`src/rtl/tcai_pkg.sv`:
```
// tcai_pkg: constants and carriers of the carrier alarm integrator
// assumes a 20 MHz core clock and a same-clock line receiver
package tcai_pkg;
  localparam int unsigned CLK_HZ = 32'h0131_2d00; // 20 MHz
  localparam int unsigned MS_PER_S = 32'h0000_03e8;
  localparam int unsigned CYC_PER_MS = CLK_HZ / MS_PER_S;
  localparam int unsigned TMR_W = 14;

  // integration times in ms; ranges use one fixed value inside
  localparam logic [13:0] RED_V_DECL_MS = 14'h09c4; // 2500 ms
  localparam logic [13:0] RED_V_RET_MS = 14'h30d4; // 12500 ms
  localparam logic [13:0] DATA_DECL_MS = 14'h01a4; // 420 ms
  localparam logic [13:0] RET_MS = 14'h0054; // 84 ms
  localparam logic [13:0] YEL_D_DECL_MS = 14'h00a8; // 168 ms
  localparam logic [13:0] AIS_V_DECL_MS = 14'h03e8; // 1 s
  localparam logic [13:0] AIS_V_RET_MS = 14'h00a8; // 168 ms
  localparam logic [13:0] AIS_D_DECL_MS = 14'h00fc; // 252 ms

  // register byte offsets
  localparam logic [11:0] CTRL_OFS = 12'h000;
  localparam logic [11:0] STAT_OFS = 12'h004;
  localparam logic [11:0] FRA_CNT_OFS = 12'h008;
  localparam logic [11:0] SLIP_CNT_OFS = 12'h00c;
  localparam logic [11:0] FRA_THR_OFS = 12'h010;
  localparam logic [11:0] SLIP_THR_OFS = 12'h014;

  // threshold fields: minor in [7:0], major from bit 16
  localparam int unsigned THR_MAJ_LSB = 16;
  localparam logic [8:0] FRA_MAJ_RST = 9'h1ff;
  localparam logic [7:0] FRA_MIN_RST = 8'h11;
  localparam logic [7:0] SLIP_MAJ_RST = 8'hff;
  localparam logic [7:0] SLIP_MIN_RST = 8'h04;

  typedef enum logic [1:0] {
    TCAI_FMT_D4, TCAI_FMT_ESF, TCAI_FMT_DMX, TCAI_FMT_CELL
  } tcai_fmt_e;

  typedef struct packed {
    logic tag_wide;
    logic tag_split;
    logic tag_active;
    logic bit_oriented_signaling_mode;
    tcai_fmt_e fmt;
    logic voice;
  } tcai_ctrl_s;
  localparam tcai_ctrl_s CTRL_RST = 7'h01;

  typedef struct packed {
    logic oof;
    logic remote_frame_alarm_indication;
    logic ais;
    logic mf_loss;
    logic far_mf_alarm;
    logic realign;
    logic slip;
  } tcai_line_s;

  // hit integration results from the receiver, one-cycle pulses
  typedef struct packed {
    logic red_decl;
    logic red_ret;
    logic yel_decl;
    logic ais_decl;
    logic mfl_decl;
    logic mfl_ret;
    logic rmf_decl;
  } tcai_hit_s;

  typedef struct packed {
    logic yellow_tx;
    logic remote_multiframe_alarm_tx;
    logic trunk_conditioning;
    logic d4_bit2_zero;
    logic fdl_yellow;
    logic data_multiplex_framing_bit6;
  } tcai_act_s;

  typedef struct packed {
    logic slip_major;
    logic slip_minor;
    logic fra_major;
    logic fra_minor;
    logic pm_enable;
    tcai_act_s act;
    logic [4:0] alarm;
  } tcai_stat_s;
endpackage

```
`src/rtl/tcai_core.sv`:
```
// tcai_core: per-facility carrier alarm integration with APB registers
// assumes line conditions and hit pulses come from same-clock logic
`timescale 1ns/10ps

// Overview of operation
// - voice red: oof 2.5 s or hits
// - voice red retire: 12.5 s clear or hits
// - data red: 420 ms declare, 84 ms retire
// - voice multiframe loss: 2.5 s / 12.5 s
// - data multiframe loss: 420 ms / 84 ms
// - voice yellow: in-frame indication 420 ms
// - data yellow: in-frame indication 168 ms
// - remote multiframe alarm: 420/168, retire 84
// - voice ais: with oof, 1 s or hits
// - voice ais retire 168 ms; ais drop restarts red
// - data ais: 252 ms declare, 84 retire
// - red/ais gate monitoring; reset ber after
// - precedence: red>ais/yellow, yellow>red, ais>yellow
// - d4 yellow forces bit 2 zero
// - esf yellow in data link channel
// - data multiplex yellow in slot 24 bit 6
// - split wide test group suppresses yellow in d4 and cell formats
// - monitor mode or release re-enables yellow
// - multiframe alarms only in bit-oriented signalling
// - count realignments, minor/major thresholds
// - count slips, minor/major thresholds
module tcai_core #(
  parameter int unsigned CYC_PER_MS_P = tcai_pkg::CYC_PER_MS
) (
  input wire logic core_clk_in,
  input wire logic rst_in,
  input wire logic ce_in,
  input wire logic psel_in,
  input wire logic penable_in,
  input wire logic pwrite_in,
  input wire logic [11:0] paddr_in,
  input wire logic [31:0] pwdata_in,
  output logic [31:0] prdata_out,
  output logic pready_out,
  output logic pslverr_out,
  input wire tcai_pkg::tcai_line_s line_in,
  input wire tcai_pkg::tcai_hit_s hit_in,
  output tcai_pkg::tcai_act_s act_out,
  output logic pm_enable_out,
  output logic ber_reset_out
);
  localparam int unsigned N_AL = 5;
  localparam int unsigned IDX_RED = 0;
  localparam int unsigned IDX_YEL = 1;
  localparam int unsigned IDX_AIS = 2;
  localparam int unsigned IDX_MFL = 3;
  localparam int unsigned IDX_RMF = 4;

  tcai_pkg::tcai_ctrl_s ctrl_r;
  logic [8:0] fra_maj_r;
  logic [7:0] fra_min_r, slip_maj_r, slip_min_r;
  logic [15:0] fra_r, slip_r;
  logic [31:0] prdata_r;
  logic [15:0] pre_r;
  logic tick;
  logic [13:0] cnt_r [N_AL];
  logic [13:0] dlim [N_AL];
  logic [13:0] rlim [N_AL];
  logic [13:0] lim [N_AL];
  logic [N_AL-1:0] act_r, act_nxt, dcond, rcond, dhit, rhit;
  logic [N_AL-1:0] run, fire, decl;
  logic ais_d_r, red_restart, voice, bos, in_frame;
  logic carrier_group_alarm, cga_nxt, suppress, is_d4, wr_en, addr_ok;
  tcai_pkg::tcai_act_s act_r_s, act_nxt_s;
  logic pm_r, ber_r;
  logic fra_minor, fra_major, slip_minor, slip_major;
  tcai_pkg::tcai_stat_s stat;
  logic [31:0] rd_mux;

  function automatic logic [15:0] sat_inc(input logic [15:0] v);
    sat_inc = (v == 16'hffff) ? v : v + 16'h0001;
  endfunction
  function automatic logic reached(input logic [15:0] c,
                                   input logic [8:0] t);
    reached = (c >= {7'h00, t});
  endfunction

  // ---------------------------------------------------------------
  // mode decode
  // ---------------------------------------------------------------
  assign voice = ctrl_r.voice;
  assign bos = ctrl_r.bit_oriented_signaling_mode;
  assign in_frame = !line_in.oof;
  assign is_d4 = (ctrl_r.fmt == tcai_pkg::TCAI_FMT_D4);
  // yellow held back only while a wide group is split
  assign suppress = ctrl_r.tag_active && ctrl_r.tag_split &&
                    ctrl_r.tag_wide &&
                    (is_d4 || ctrl_r.fmt == tcai_pkg::TCAI_FMT_CELL);

  // ---------------------------------------------------------------
  // millisecond time base
  // ---------------------------------------------------------------
  assign tick = (pre_r == 16'(CYC_PER_MS_P - 1));

  always_ff @(posedge core_clk_in) begin
    if (rst_in) begin
      pre_r <= 16'h0000;
    end else if (ce_in) begin
      pre_r <= tick ? 16'h0000 : pre_r + 16'h0001;
    end
  end

  // ---------------------------------------------------------------
  // qualifying conditions and limits
  // ---------------------------------------------------------------
  always_comb begin
    dcond[IDX_RED] = line_in.oof;
    rcond[IDX_RED] = !line_in.oof;
    dhit[IDX_RED] = hit_in.red_decl;
    rhit[IDX_RED] = voice && hit_in.red_ret;
    dlim[IDX_RED] = voice ? tcai_pkg::RED_V_DECL_MS
                          : tcai_pkg::DATA_DECL_MS;
    rlim[IDX_RED] = voice ? tcai_pkg::RED_V_RET_MS
                          : tcai_pkg::RET_MS;
    dcond[IDX_YEL] = in_frame &&
                     line_in.remote_frame_alarm_indication;
    rcond[IDX_YEL] = !line_in.remote_frame_alarm_indication;
    dhit[IDX_YEL] = voice && hit_in.yel_decl;
    rhit[IDX_YEL] = 1'b0;
    dlim[IDX_YEL] = voice ? tcai_pkg::DATA_DECL_MS
                          : tcai_pkg::YEL_D_DECL_MS;
    rlim[IDX_YEL] = tcai_pkg::RET_MS;
    dcond[IDX_AIS] = line_in.oof && line_in.ais;
    rcond[IDX_AIS] = !line_in.oof && !line_in.ais;
    dhit[IDX_AIS] = hit_in.ais_decl;
    rhit[IDX_AIS] = 1'b0;
    dlim[IDX_AIS] = voice ? tcai_pkg::AIS_V_DECL_MS
                          : tcai_pkg::AIS_D_DECL_MS;
    rlim[IDX_AIS] = voice ? tcai_pkg::AIS_V_RET_MS
                          : tcai_pkg::RET_MS;
    dcond[IDX_MFL] = bos && line_in.mf_loss;
    rcond[IDX_MFL] = !line_in.mf_loss;
    dhit[IDX_MFL] = bos && hit_in.mfl_decl;
    rhit[IDX_MFL] = voice && hit_in.mfl_ret;
    dlim[IDX_MFL] = voice ? tcai_pkg::RED_V_DECL_MS
                          : tcai_pkg::DATA_DECL_MS;
    rlim[IDX_MFL] = voice ? tcai_pkg::RED_V_RET_MS
                          : tcai_pkg::RET_MS;
    dcond[IDX_RMF] = bos && in_frame && line_in.far_mf_alarm;
    rcond[IDX_RMF] = !line_in.far_mf_alarm;
    dhit[IDX_RMF] = bos && voice && hit_in.rmf_decl;
    rhit[IDX_RMF] = 1'b0;
    dlim[IDX_RMF] = voice ? tcai_pkg::DATA_DECL_MS
                          : tcai_pkg::YEL_D_DECL_MS;
    rlim[IDX_RMF] = tcai_pkg::RET_MS;
  end

  // ais dropping under a persisting oof restarts red timing
  assign red_restart = act_r[IDX_AIS] && line_in.oof &&
                       ais_d_r && !line_in.ais;

  always_comb begin
    for (int i = 0; i < N_AL; i++) begin
      lim[i] = act_r[i] ? rlim[i] : dlim[i];
      run[i] = act_r[i] ? rcond[i] : dcond[i];
      fire[i] = (act_r[i] ? rhit[i] : dhit[i]) ||
                (run[i] && tick && cnt_r[i] == lim[i] - 14'h0001);
      decl[i] = fire[i] && !act_r[i];
    end
  end

  // ---------------------------------------------------------------
  // integration timers
  // ---------------------------------------------------------------
  always_ff @(posedge core_clk_in) begin
    if (rst_in) begin
      for (int i = 0; i < N_AL; i++) begin
        cnt_r[i] <= 14'h0000;
      end
      ais_d_r <= 1'b0;
    end else if (ce_in) begin
      ais_d_r <= line_in.ais;
      for (int i = 0; i < N_AL; i++) begin
        if (!run[i] || fire[i]) begin
          cnt_r[i] <= 14'h0000;
        end else if (i == IDX_RED && red_restart) begin
          cnt_r[i] <= 14'h0000;
        end else if (tick) begin
          cnt_r[i] <= cnt_r[i] + 14'h0001;
        end
      end
    end
  end

  // ---------------------------------------------------------------
  // alarm states with precedence
  // ---------------------------------------------------------------
  always_comb begin
    act_nxt = act_r ^ fire;
    if (decl[IDX_RED]) begin
      act_nxt[IDX_AIS] = 1'b0;
      act_nxt[IDX_YEL] = 1'b0;
    end
    if (decl[IDX_YEL]) begin
      act_nxt[IDX_RED] = 1'b0;
    end
    if (decl[IDX_AIS]) begin
      act_nxt[IDX_YEL] = 1'b0;
    end
    if (!bos) begin
      act_nxt[IDX_MFL] = 1'b0;
      act_nxt[IDX_RMF] = 1'b0;
    end
  end

  assign carrier_group_alarm = act_r[IDX_RED] || act_r[IDX_AIS];
  assign cga_nxt = act_nxt[IDX_RED] || act_nxt[IDX_AIS];

  always_comb begin
    act_nxt_s.yellow_tx = cga_nxt && !suppress;
    act_nxt_s.remote_multiframe_alarm_tx = act_nxt[IDX_MFL];
    act_nxt_s.trunk_conditioning = cga_nxt || act_nxt[IDX_YEL] ||
                                   act_nxt[IDX_RMF];
    act_nxt_s.d4_bit2_zero = act_nxt_s.yellow_tx && is_d4;
    act_nxt_s.fdl_yellow = act_nxt_s.yellow_tx &&
                           ctrl_r.fmt == tcai_pkg::TCAI_FMT_ESF;
    act_nxt_s.data_multiplex_framing_bit6 = act_nxt_s.yellow_tx &&
      ctrl_r.fmt == tcai_pkg::TCAI_FMT_DMX;
  end

  always_ff @(posedge core_clk_in) begin
    if (rst_in) begin
      act_r <= '0;
    end else if (ce_in) begin
      act_r <= act_nxt;
    end
  end

  always_ff @(posedge core_clk_in) begin
    if (rst_in) begin
      act_r_s <= '0;
      pm_r <= 1'b1;
      ber_r <= 1'b0;
    end else if (ce_in) begin
      act_r_s <= act_nxt_s;
      pm_r <= !cga_nxt;
      ber_r <= carrier_group_alarm && !cga_nxt;
    end
  end

  assign act_out = act_r_s;
  assign pm_enable_out = pm_r;
  assign ber_reset_out = ber_r;

  // ---------------------------------------------------------------
  // realignment and slip counters
  // ---------------------------------------------------------------
  always_ff @(posedge core_clk_in) begin
    if (rst_in) begin
      fra_r <= 16'h0000;
    end else if (ce_in) begin
      if (wr_en && paddr_in == tcai_pkg::FRA_CNT_OFS) begin
        fra_r <= {15'h0000, line_in.realign && !carrier_group_alarm};
      end else if (line_in.realign && !carrier_group_alarm) begin
        fra_r <= sat_inc(fra_r);
      end
    end
  end

  always_ff @(posedge core_clk_in) begin
    if (rst_in) begin
      slip_r <= 16'h0000;
    end else if (ce_in) begin
      if (wr_en && paddr_in == tcai_pkg::SLIP_CNT_OFS) begin
        slip_r <= {15'h0000, line_in.slip && !carrier_group_alarm};
      end else if (line_in.slip && !carrier_group_alarm) begin
        slip_r <= sat_inc(slip_r);
      end
    end
  end

  assign fra_minor = reached(fra_r, {1'b0, fra_min_r});
  assign fra_major = reached(fra_r, fra_maj_r);
  assign slip_minor = reached(slip_r, {1'b0, slip_min_r});
  assign slip_major = reached(slip_r, {1'b0, slip_maj_r});

  // ---------------------------------------------------------------
  // apb slave, zero wait states while enabled
  // ---------------------------------------------------------------
  assign pready_out = ce_in;
  assign wr_en = ce_in && psel_in && penable_in && pwrite_in;
  assign addr_ok = paddr_in <= tcai_pkg::SLIP_THR_OFS &&
                   paddr_in[1:0] == 2'h0;
  assign pslverr_out = psel_in && penable_in && !addr_ok;

  always_ff @(posedge core_clk_in) begin
    if (rst_in) begin
      ctrl_r <= tcai_pkg::CTRL_RST;
      fra_maj_r <= tcai_pkg::FRA_MAJ_RST;
      fra_min_r <= tcai_pkg::FRA_MIN_RST;
      slip_maj_r <= tcai_pkg::SLIP_MAJ_RST;
      slip_min_r <= tcai_pkg::SLIP_MIN_RST;
    end else if (wr_en) begin
      case (paddr_in)
        tcai_pkg::CTRL_OFS: begin
          ctrl_r <= pwdata_in[6:0];
        end
        tcai_pkg::FRA_THR_OFS: begin
          fra_min_r <= pwdata_in[7:0];
          fra_maj_r <= pwdata_in[tcai_pkg::THR_MAJ_LSB +: 9];
        end
        tcai_pkg::SLIP_THR_OFS: begin
          slip_min_r <= pwdata_in[7:0];
          slip_maj_r <= pwdata_in[tcai_pkg::THR_MAJ_LSB +: 8];
        end
        default: begin
        end
      endcase
    end
  end

  always_comb begin
    stat = {slip_major, slip_minor, fra_major, fra_minor, pm_r,
            act_r_s, act_r};
    case (paddr_in)
      tcai_pkg::CTRL_OFS: rd_mux = {25'h0000000, ctrl_r};
      tcai_pkg::STAT_OFS: rd_mux = 32'(stat);
      tcai_pkg::FRA_CNT_OFS: rd_mux = {16'h0000, fra_r};
      tcai_pkg::SLIP_CNT_OFS: rd_mux = {16'h0000, slip_r};
      tcai_pkg::FRA_THR_OFS: rd_mux = {7'h00, fra_maj_r, 8'h00,
                                       fra_min_r};
      tcai_pkg::SLIP_THR_OFS: rd_mux = {8'h00, slip_maj_r, 8'h00,
                                        slip_min_r};
      default: rd_mux = 32'h0000_0000;
    endcase
  end

  always_ff @(posedge core_clk_in) begin
    if (rst_in) begin
      prdata_r <= 32'h0000_0000;
    end else if (ce_in && psel_in && !penable_in) begin
      prdata_r <= rd_mux;
    end
  end

  assign prdata_out = prdata_r;
endmodule // tcai_core

```
`config.mk`:
```
export PLATFORM = sky130hd
export DESIGN_NAME = tcai_core
export DESIGN_NICKNAME = d
export VERILOG_FILES = /design/src/rtl/tcai_pkg.sv /design/src/rtl/tcai_core.sv
export SDC_FILE = /design/constraint.sdc
export NUM_CORES = 1
export LEC_CHECK = 0
export ABC_CLOCK_PERIOD_IN_PS = 2800
export BUFFER_PORTS_ARGS = -buffer_cell sky130_fd_sc_hd__buf_2
export CAP_MARGIN = 10
export CORE_UTILIZATION = 30
export DETAILED_ROUTE_END_ITERATION = 8
export PLACE_DENSITY_LB_ADDON = 0.3
export SYNTH_ARGS = -nofsm -noshare
export SYNTH_HDL_FRONTEND = slang
export SYNTH_SLANG_ARGS = --single-unit
```
`constraint.sdc`:
```
create_clock -name core_clk_in -period 2.8 [get_ports core_clk_in]
set_clock_uncertainty 0.05 [all_clocks]
set_input_delay 0.14 -clock core_clk_in [delete_from_list [all_inputs] [get_ports core_clk_in]]
set_output_delay 0.14 -clock core_clk_in [all_outputs]
set_load 0.05 [all_outputs]
```
Yosys cells after proc, flatten, opt, wreduce, memory -nomap -nowiden
Memory sizes are Yosys's and may differ from the RTL's.
Index checks and enable logic that the tools add are counted.
{"block": "totals", "n_memories": 1, "word_cells": 255, "input_bits": 64, "latch_bits": 0, "out_inout_bits": 42, "mem_bits_ro": 0, "mem_bits_rw": 70, "ff_bits": 134}
{"memory": "cnt_r", "words": 5, "width": 14, "rd": 5, "rd_clocked_by_memory_dff": 0, "wr": 5, "line": "tcai_core.sv:61", "rtl": "logic [13:0] cnt_r [N_AL];"}
{"block": "classes", "n_mul": 0, "div_mod_pow": 0, "reduce_logical": 90, "shift": 0, "n_lt_le_gt_ge": 5, "n_mux": 92, "n_eq_ne": 18, "add_sub_neg": 13, "bitwise_logic": 12}
{"operator": "2-to-1 mux 14 bit", "n": 14}
{"operator": "case mux 25 bit (6 select lines)", "n": 1}
{"operator": "2-to-1 mux 16 bit", "n": 7}
{"operator": "adder 14 x 1 -> 14 bit, second input constant", "n": 5}
{"operator": "equality test 14 bit", "n": 5}
{"operator": "2-to-1 mux 1 bit", "n": 61}
{"operator": "adder 16 x 1 -> 16 bit, second input constant", "n": 3}
{"operator": "greater-or-equal comparator 16 x 8 -> 1 bit", "n": 3}
{"operator": "logical AND 1 bit", "n": 47}
{"operator": "equality test 16 bit, second input constant", "n": 2}
{"operator": "subtractor 14 x 1 -> 14 bit, second input constant", "n": 2}
{"operator": "2-to-1 mux 9 bit", "n": 3}
{"operator": "equality test 12 x 4 -> 1 bit, second input constant", "n": 2}
{"operator": "equality test 12 x 5 -> 1 bit, second input constant", "n": 2}
{"operator": "2-to-1 mux 10 bit", "n": 2}
{"operator": "subtractor 9 x 1 -> 10 bit, second input constant", "n": 2}
{"operator": "logical NOT 1 bit", "n": 18}
{"operator": "equality test 16 x 15 -> 1 bit, second input constant", "n": 1}
{"operator": "greater-or-equal comparator 16 x 9 -> 1 bit", "n": 1}
{"operator": "logical OR 1 bit", "n": 15}
{"operator": "equality test 12 x 3 -> 1 bit, second input constant", "n": 1}
{"operator": "less-or-equal comparator 12 x 5 -> 1 bit, second input constant", "n": 1}
{"operator": "logical NOT 12 bit", "n": 1}
{"operator": "2-to-1 mux 12 bit", "n": 1}
{"operator": "12 further kinds", "n": 30}

Depth between registers and ports, before layout
{"block": "depth", "depth_word": 14, "mapped_depth": 13, "ltp_nobuf": 12}

Worst setup path after synthesis
OpenSTA, ideal clock, no wires.
{"block": "synth_path", "kind": "reg2reg", "from": "memory cnt_r[4][0]", "to": "memory cnt_r[4][0] (enable)", "setup_time_ns": 0.384, "t_required_ns": 2.366, "t_arrival_ns": 2.485, "setup_slack_ns": -0.120, "period_less_slack_ns": 2.920, "stages_incl_launch_ff": 8, "cell_sequence": "edfxtp_1 > ha_1 > or4b_2 > nor4_1 > o2111ai_1 > o21ai_0 > nor3b_1 > nor2_1"}
{"item": "from (decl)", "line": "tcai_core.sv:61"}

==> flow_summary.yaml <==
global_route:
  grt_pass1_wl_um: 48700
  grt_antenna_before_repair: 0
  grt_pass1_vias: 8913
  grt_max_degree: 42
  grt_use_total_pct: 16.4
  grt_overflow: 0
hold_path:
  hold_class: "in2reg"
  min_to: "act_r[3]"
  min-delay-start: "hit_in[2]"
  hold-path-cell-count: 3
timing:
  fin_crit_sh_pct: 89.9
  maxSlewHeadroom_pct: 57.8
  max_freq_ghz: 0.397
  period_needed_ns: 2.52
  finalSetupViolCount: 0
  hold_violations: 0
  setup_tns_ns: 0
  grt_setup_unrepaired: "no"
  drv_slew: 0
  tightest_slew_ns: 0.617
logic_synthesis:
  yosys.area.top_type_share_pct: 22.8
  yosysTopAreaCell: "dfxtp_1"
  yosys-top-cells-count: "nor2_1, dfxtp_1, nand2_1, edfxtp_1, a21oi_1"
  synth.most_common_cell: "nor2_1"
  synthArstFlopShare_pct: 0
  yosys-top-cells-area: "dfxtp_1, edfxtp_1, nor2_1, ha_1, xor2_1"
  synthFlopType: "dfxtp_1"
  yosysWarnings: 0
  syn_area_sq_um: 11100
  syn_area_per_cell_sq_um: 8.80
  synth-edff-count: 70
  synth.distinct_cells: 71
  synth_cells: 1259
  yosysSeqAreaShare_pct: 41.7
  ys_ff_latch: 196
layout:
  multi_input_area_sq_um: 5970
  fillCellCount: 3770
  n_antenna_cell: 0
  layout.cells.non_filler: 1858
  drive_gt1_share_pct: 14.2
  regArea_sq_um: 4620
  syn2layout_area_growth_pct: 17.8
  final_nets: 1488
power_and_ir_drop:
  p_sw_share_pct: 26.1
  leakagePower_nw: 5.12
  power_frac_seq_pct: 51.1
  ir_drop_mv: 0.460
  power_frac_comb_pct: 8.6
  clock_power_share_pct: 40.3
  internal-power_mw: 4.52
  powerDensity_nw_per_um2: 469
  p_switching_mw: 1.60
worst_setup_path:
  criticalPathCategory: "reg2reg"
  r2r-start: "cnt_r[3][9]"
  crit_path_end_kind: "register"
  cp.required_ns: 2.96
  path_cells: "nor2_1 > o21ai_0 > or4b_2 > a2111oi_0 > buf_4 > or3_1 > buf_12 > nor2_1"
  rrSetupSlack_ns: 0.28
  reg2reg_to: "cnt_r[3][8]"
  critPathArrivalTime_ns: 2.67
  startpoint_type: "register"
  slowest_delay_ns: 0.62
  worst_r2r_path_depth: 8
  cpMaxStageDelayCell: "or4b_2"
  path_max_fanout: 14
  crit_path_frequent_cell: "nor2_1"
detailed_routing:
  wl_um: 30300
  vias: 9374
  viasPerCell: 5.05
  drtPass1Iterations: 6
  drc: 0
  drt_iter0_drc: 758
  ant_nets: 0
  drt-wirelength-per-cell_um: 16.3
clocking:
  path_clk_slew_ns: 0.08
  cts_tree: "done"
  cts_root_buffer: "clkbuf_16"
  postCtsSetupBuffers: 0
  clock_sinks: 196
  clk-insertion-delay-late_ns: 0.47
  cts_htree_levels: 4
  clockBufferDepth: 2
  cts_buffers: 17
placed_design:
  hpwl_um: 22700
  gp_congestion: 0.865
  portBuffers: 83
  dp_cells: 1804
die:
  chipWidth_um: 194
  start_util_pct: 30.4
  boundaryPins: 106
  die-area_sq_um: 37700
  rows: 70
  coreArea_sq_um: 36400
  die_y_um: 194
outcome:
  outcome: "complete, no violations"
flow_run:
  drv_cap: 0
## registers in the layout, summed over array words and instances (netlist names), 5 cells and up
signal and count:
act_out 5, act_r 5, cnt_r 70, ctrl_r 5, fra_maj_r 9, fra_min_r 8, fra_r 16, prdata_out 25
pre_r 16, slip_maj_r 8, slip_min_r 8, slip_r 16
## placed cells by master (no fill, tap or decap), drive strengths merged, types with 10 or more instances in the layout
| cell | instances |
|---|---|
| nand4 | 34 |
| a2111oi | 10 |
| o21ai | 22 |
| mux2i | 28 |
| dlygate4sd3 | 22 |
| nor2b | 14 |
| buf | 135 |
| a211o | 18 |
| xor2 | 54 |
| inv | 64 |
| a22oi | 11 |
| dfxtp | 126 |
| nand2 | 103 |
| clkbuf | 21 |
| nor4 | 14 |
| xnor2 | 47 |
| and3 | 33 |
| a21oi | 63 |
| nor3 | 36 |
| nor2 | 221 |
| nand3 | 47 |
| edfxtp | 70 |
| ha | 47 |
| a21o | 11 |
## metal layers
layer / routed length, um / GRT usage [%] / vias up
li1: - / - / 4683
met4: 672 / 5.00 / 0
met1: 14900 / 23.1 / 4443
met3: 1310 / 2.84 / 33
met5: 0 / 0 / -
met2: 13400 / 25.4 / 215
## cells by family after synthesis
kind of cell    count (synthesis)  share of synthesized area (%)
compound gates                192                           11.9
xor+xnor                      101                           7.98
fa+ha+maj                      47                           5.31
buf+inv                       123                           4.81
flops                         196                           41.7
mux                            29                           2.63
other cells                     1                         0.0338
simple gates                  570                           25.6
## worst max-delay path by stage
stage,from,to,slack (ns)
2_1_floorplan,cnt_r[4][0],cnt_r[4][0],0.1
3_3_place_gp,cnt_r[4][0],cnt_r[4][2],0.11
3_5_place_dp,cnt_r[4][0],cnt_r[4][2],0.11
4_1_cts,cnt_r[4][0],cnt_r[4][4],0.09
5_1_grt,pre_r[6],act_out[0],0.06
6_report,cnt_r[3][9],cnt_r[3][8],0.28
## critical path, delay by kind of cell (launching register included)
kind	cells	cell delay, ns
AOI/OAI and AO/OA	2	0.46
buffers and inverters	2	0.34
DFF	1	0.48
and+or+nand+nor	4	0.93
## power by group through the flow
| stage | combinational (mW) | sequential [mW] | clock [mW] |
|---|---|---|---|
| after floorplan | 0.303 | 3.20 | 0 |
| after global placement | 0.497 | 3.19 | 0 |
| after detailed placement | 0.502 | 3.19 | 0 |
| after CTS | 0.527 | 3.13 | 2.53 |
| after global routing | 0.578 | 3.14 | 2.63 |
| final | 0.529 | 3.13 | 2.47 |
## timing repair
item / 4_1_cts / 5_1_grt
hold buffers: 22 / 0
hold endpoints to repair: 48 / 0
endpoints found under the setup margin: 0 / 21
resized for setup: 0 / 5
## per-stage QoR
step	utilization, %	setup slack [ns]	hold slack (ns)	power, mW	area [sq um]
floorplan	-	0.0975	0.208	3.50	11100
global placement	33.6	0.114	0.292	3.69	12200
detailed placement	33.6	0.111	0.297	3.69	12200
CTS	35.8	0.0874	0.00539	6.18	13000
global route	35.8	0.0592	0.00467	6.35	13100
finish	35.8	0.283	0.0247	6.12	13100
## cell type report
cell class	count	area share, %
Multi-Input combinational cell	946	45.7
Clock inverter	11	0.805
Tap cell	468	4.49
Sequential cell	196	35.4
Inverter	59	1.70
Timing Repair Buffer	157	8.17
Clock buffer	21	3.68
Power figures use the tool's default switching activity.
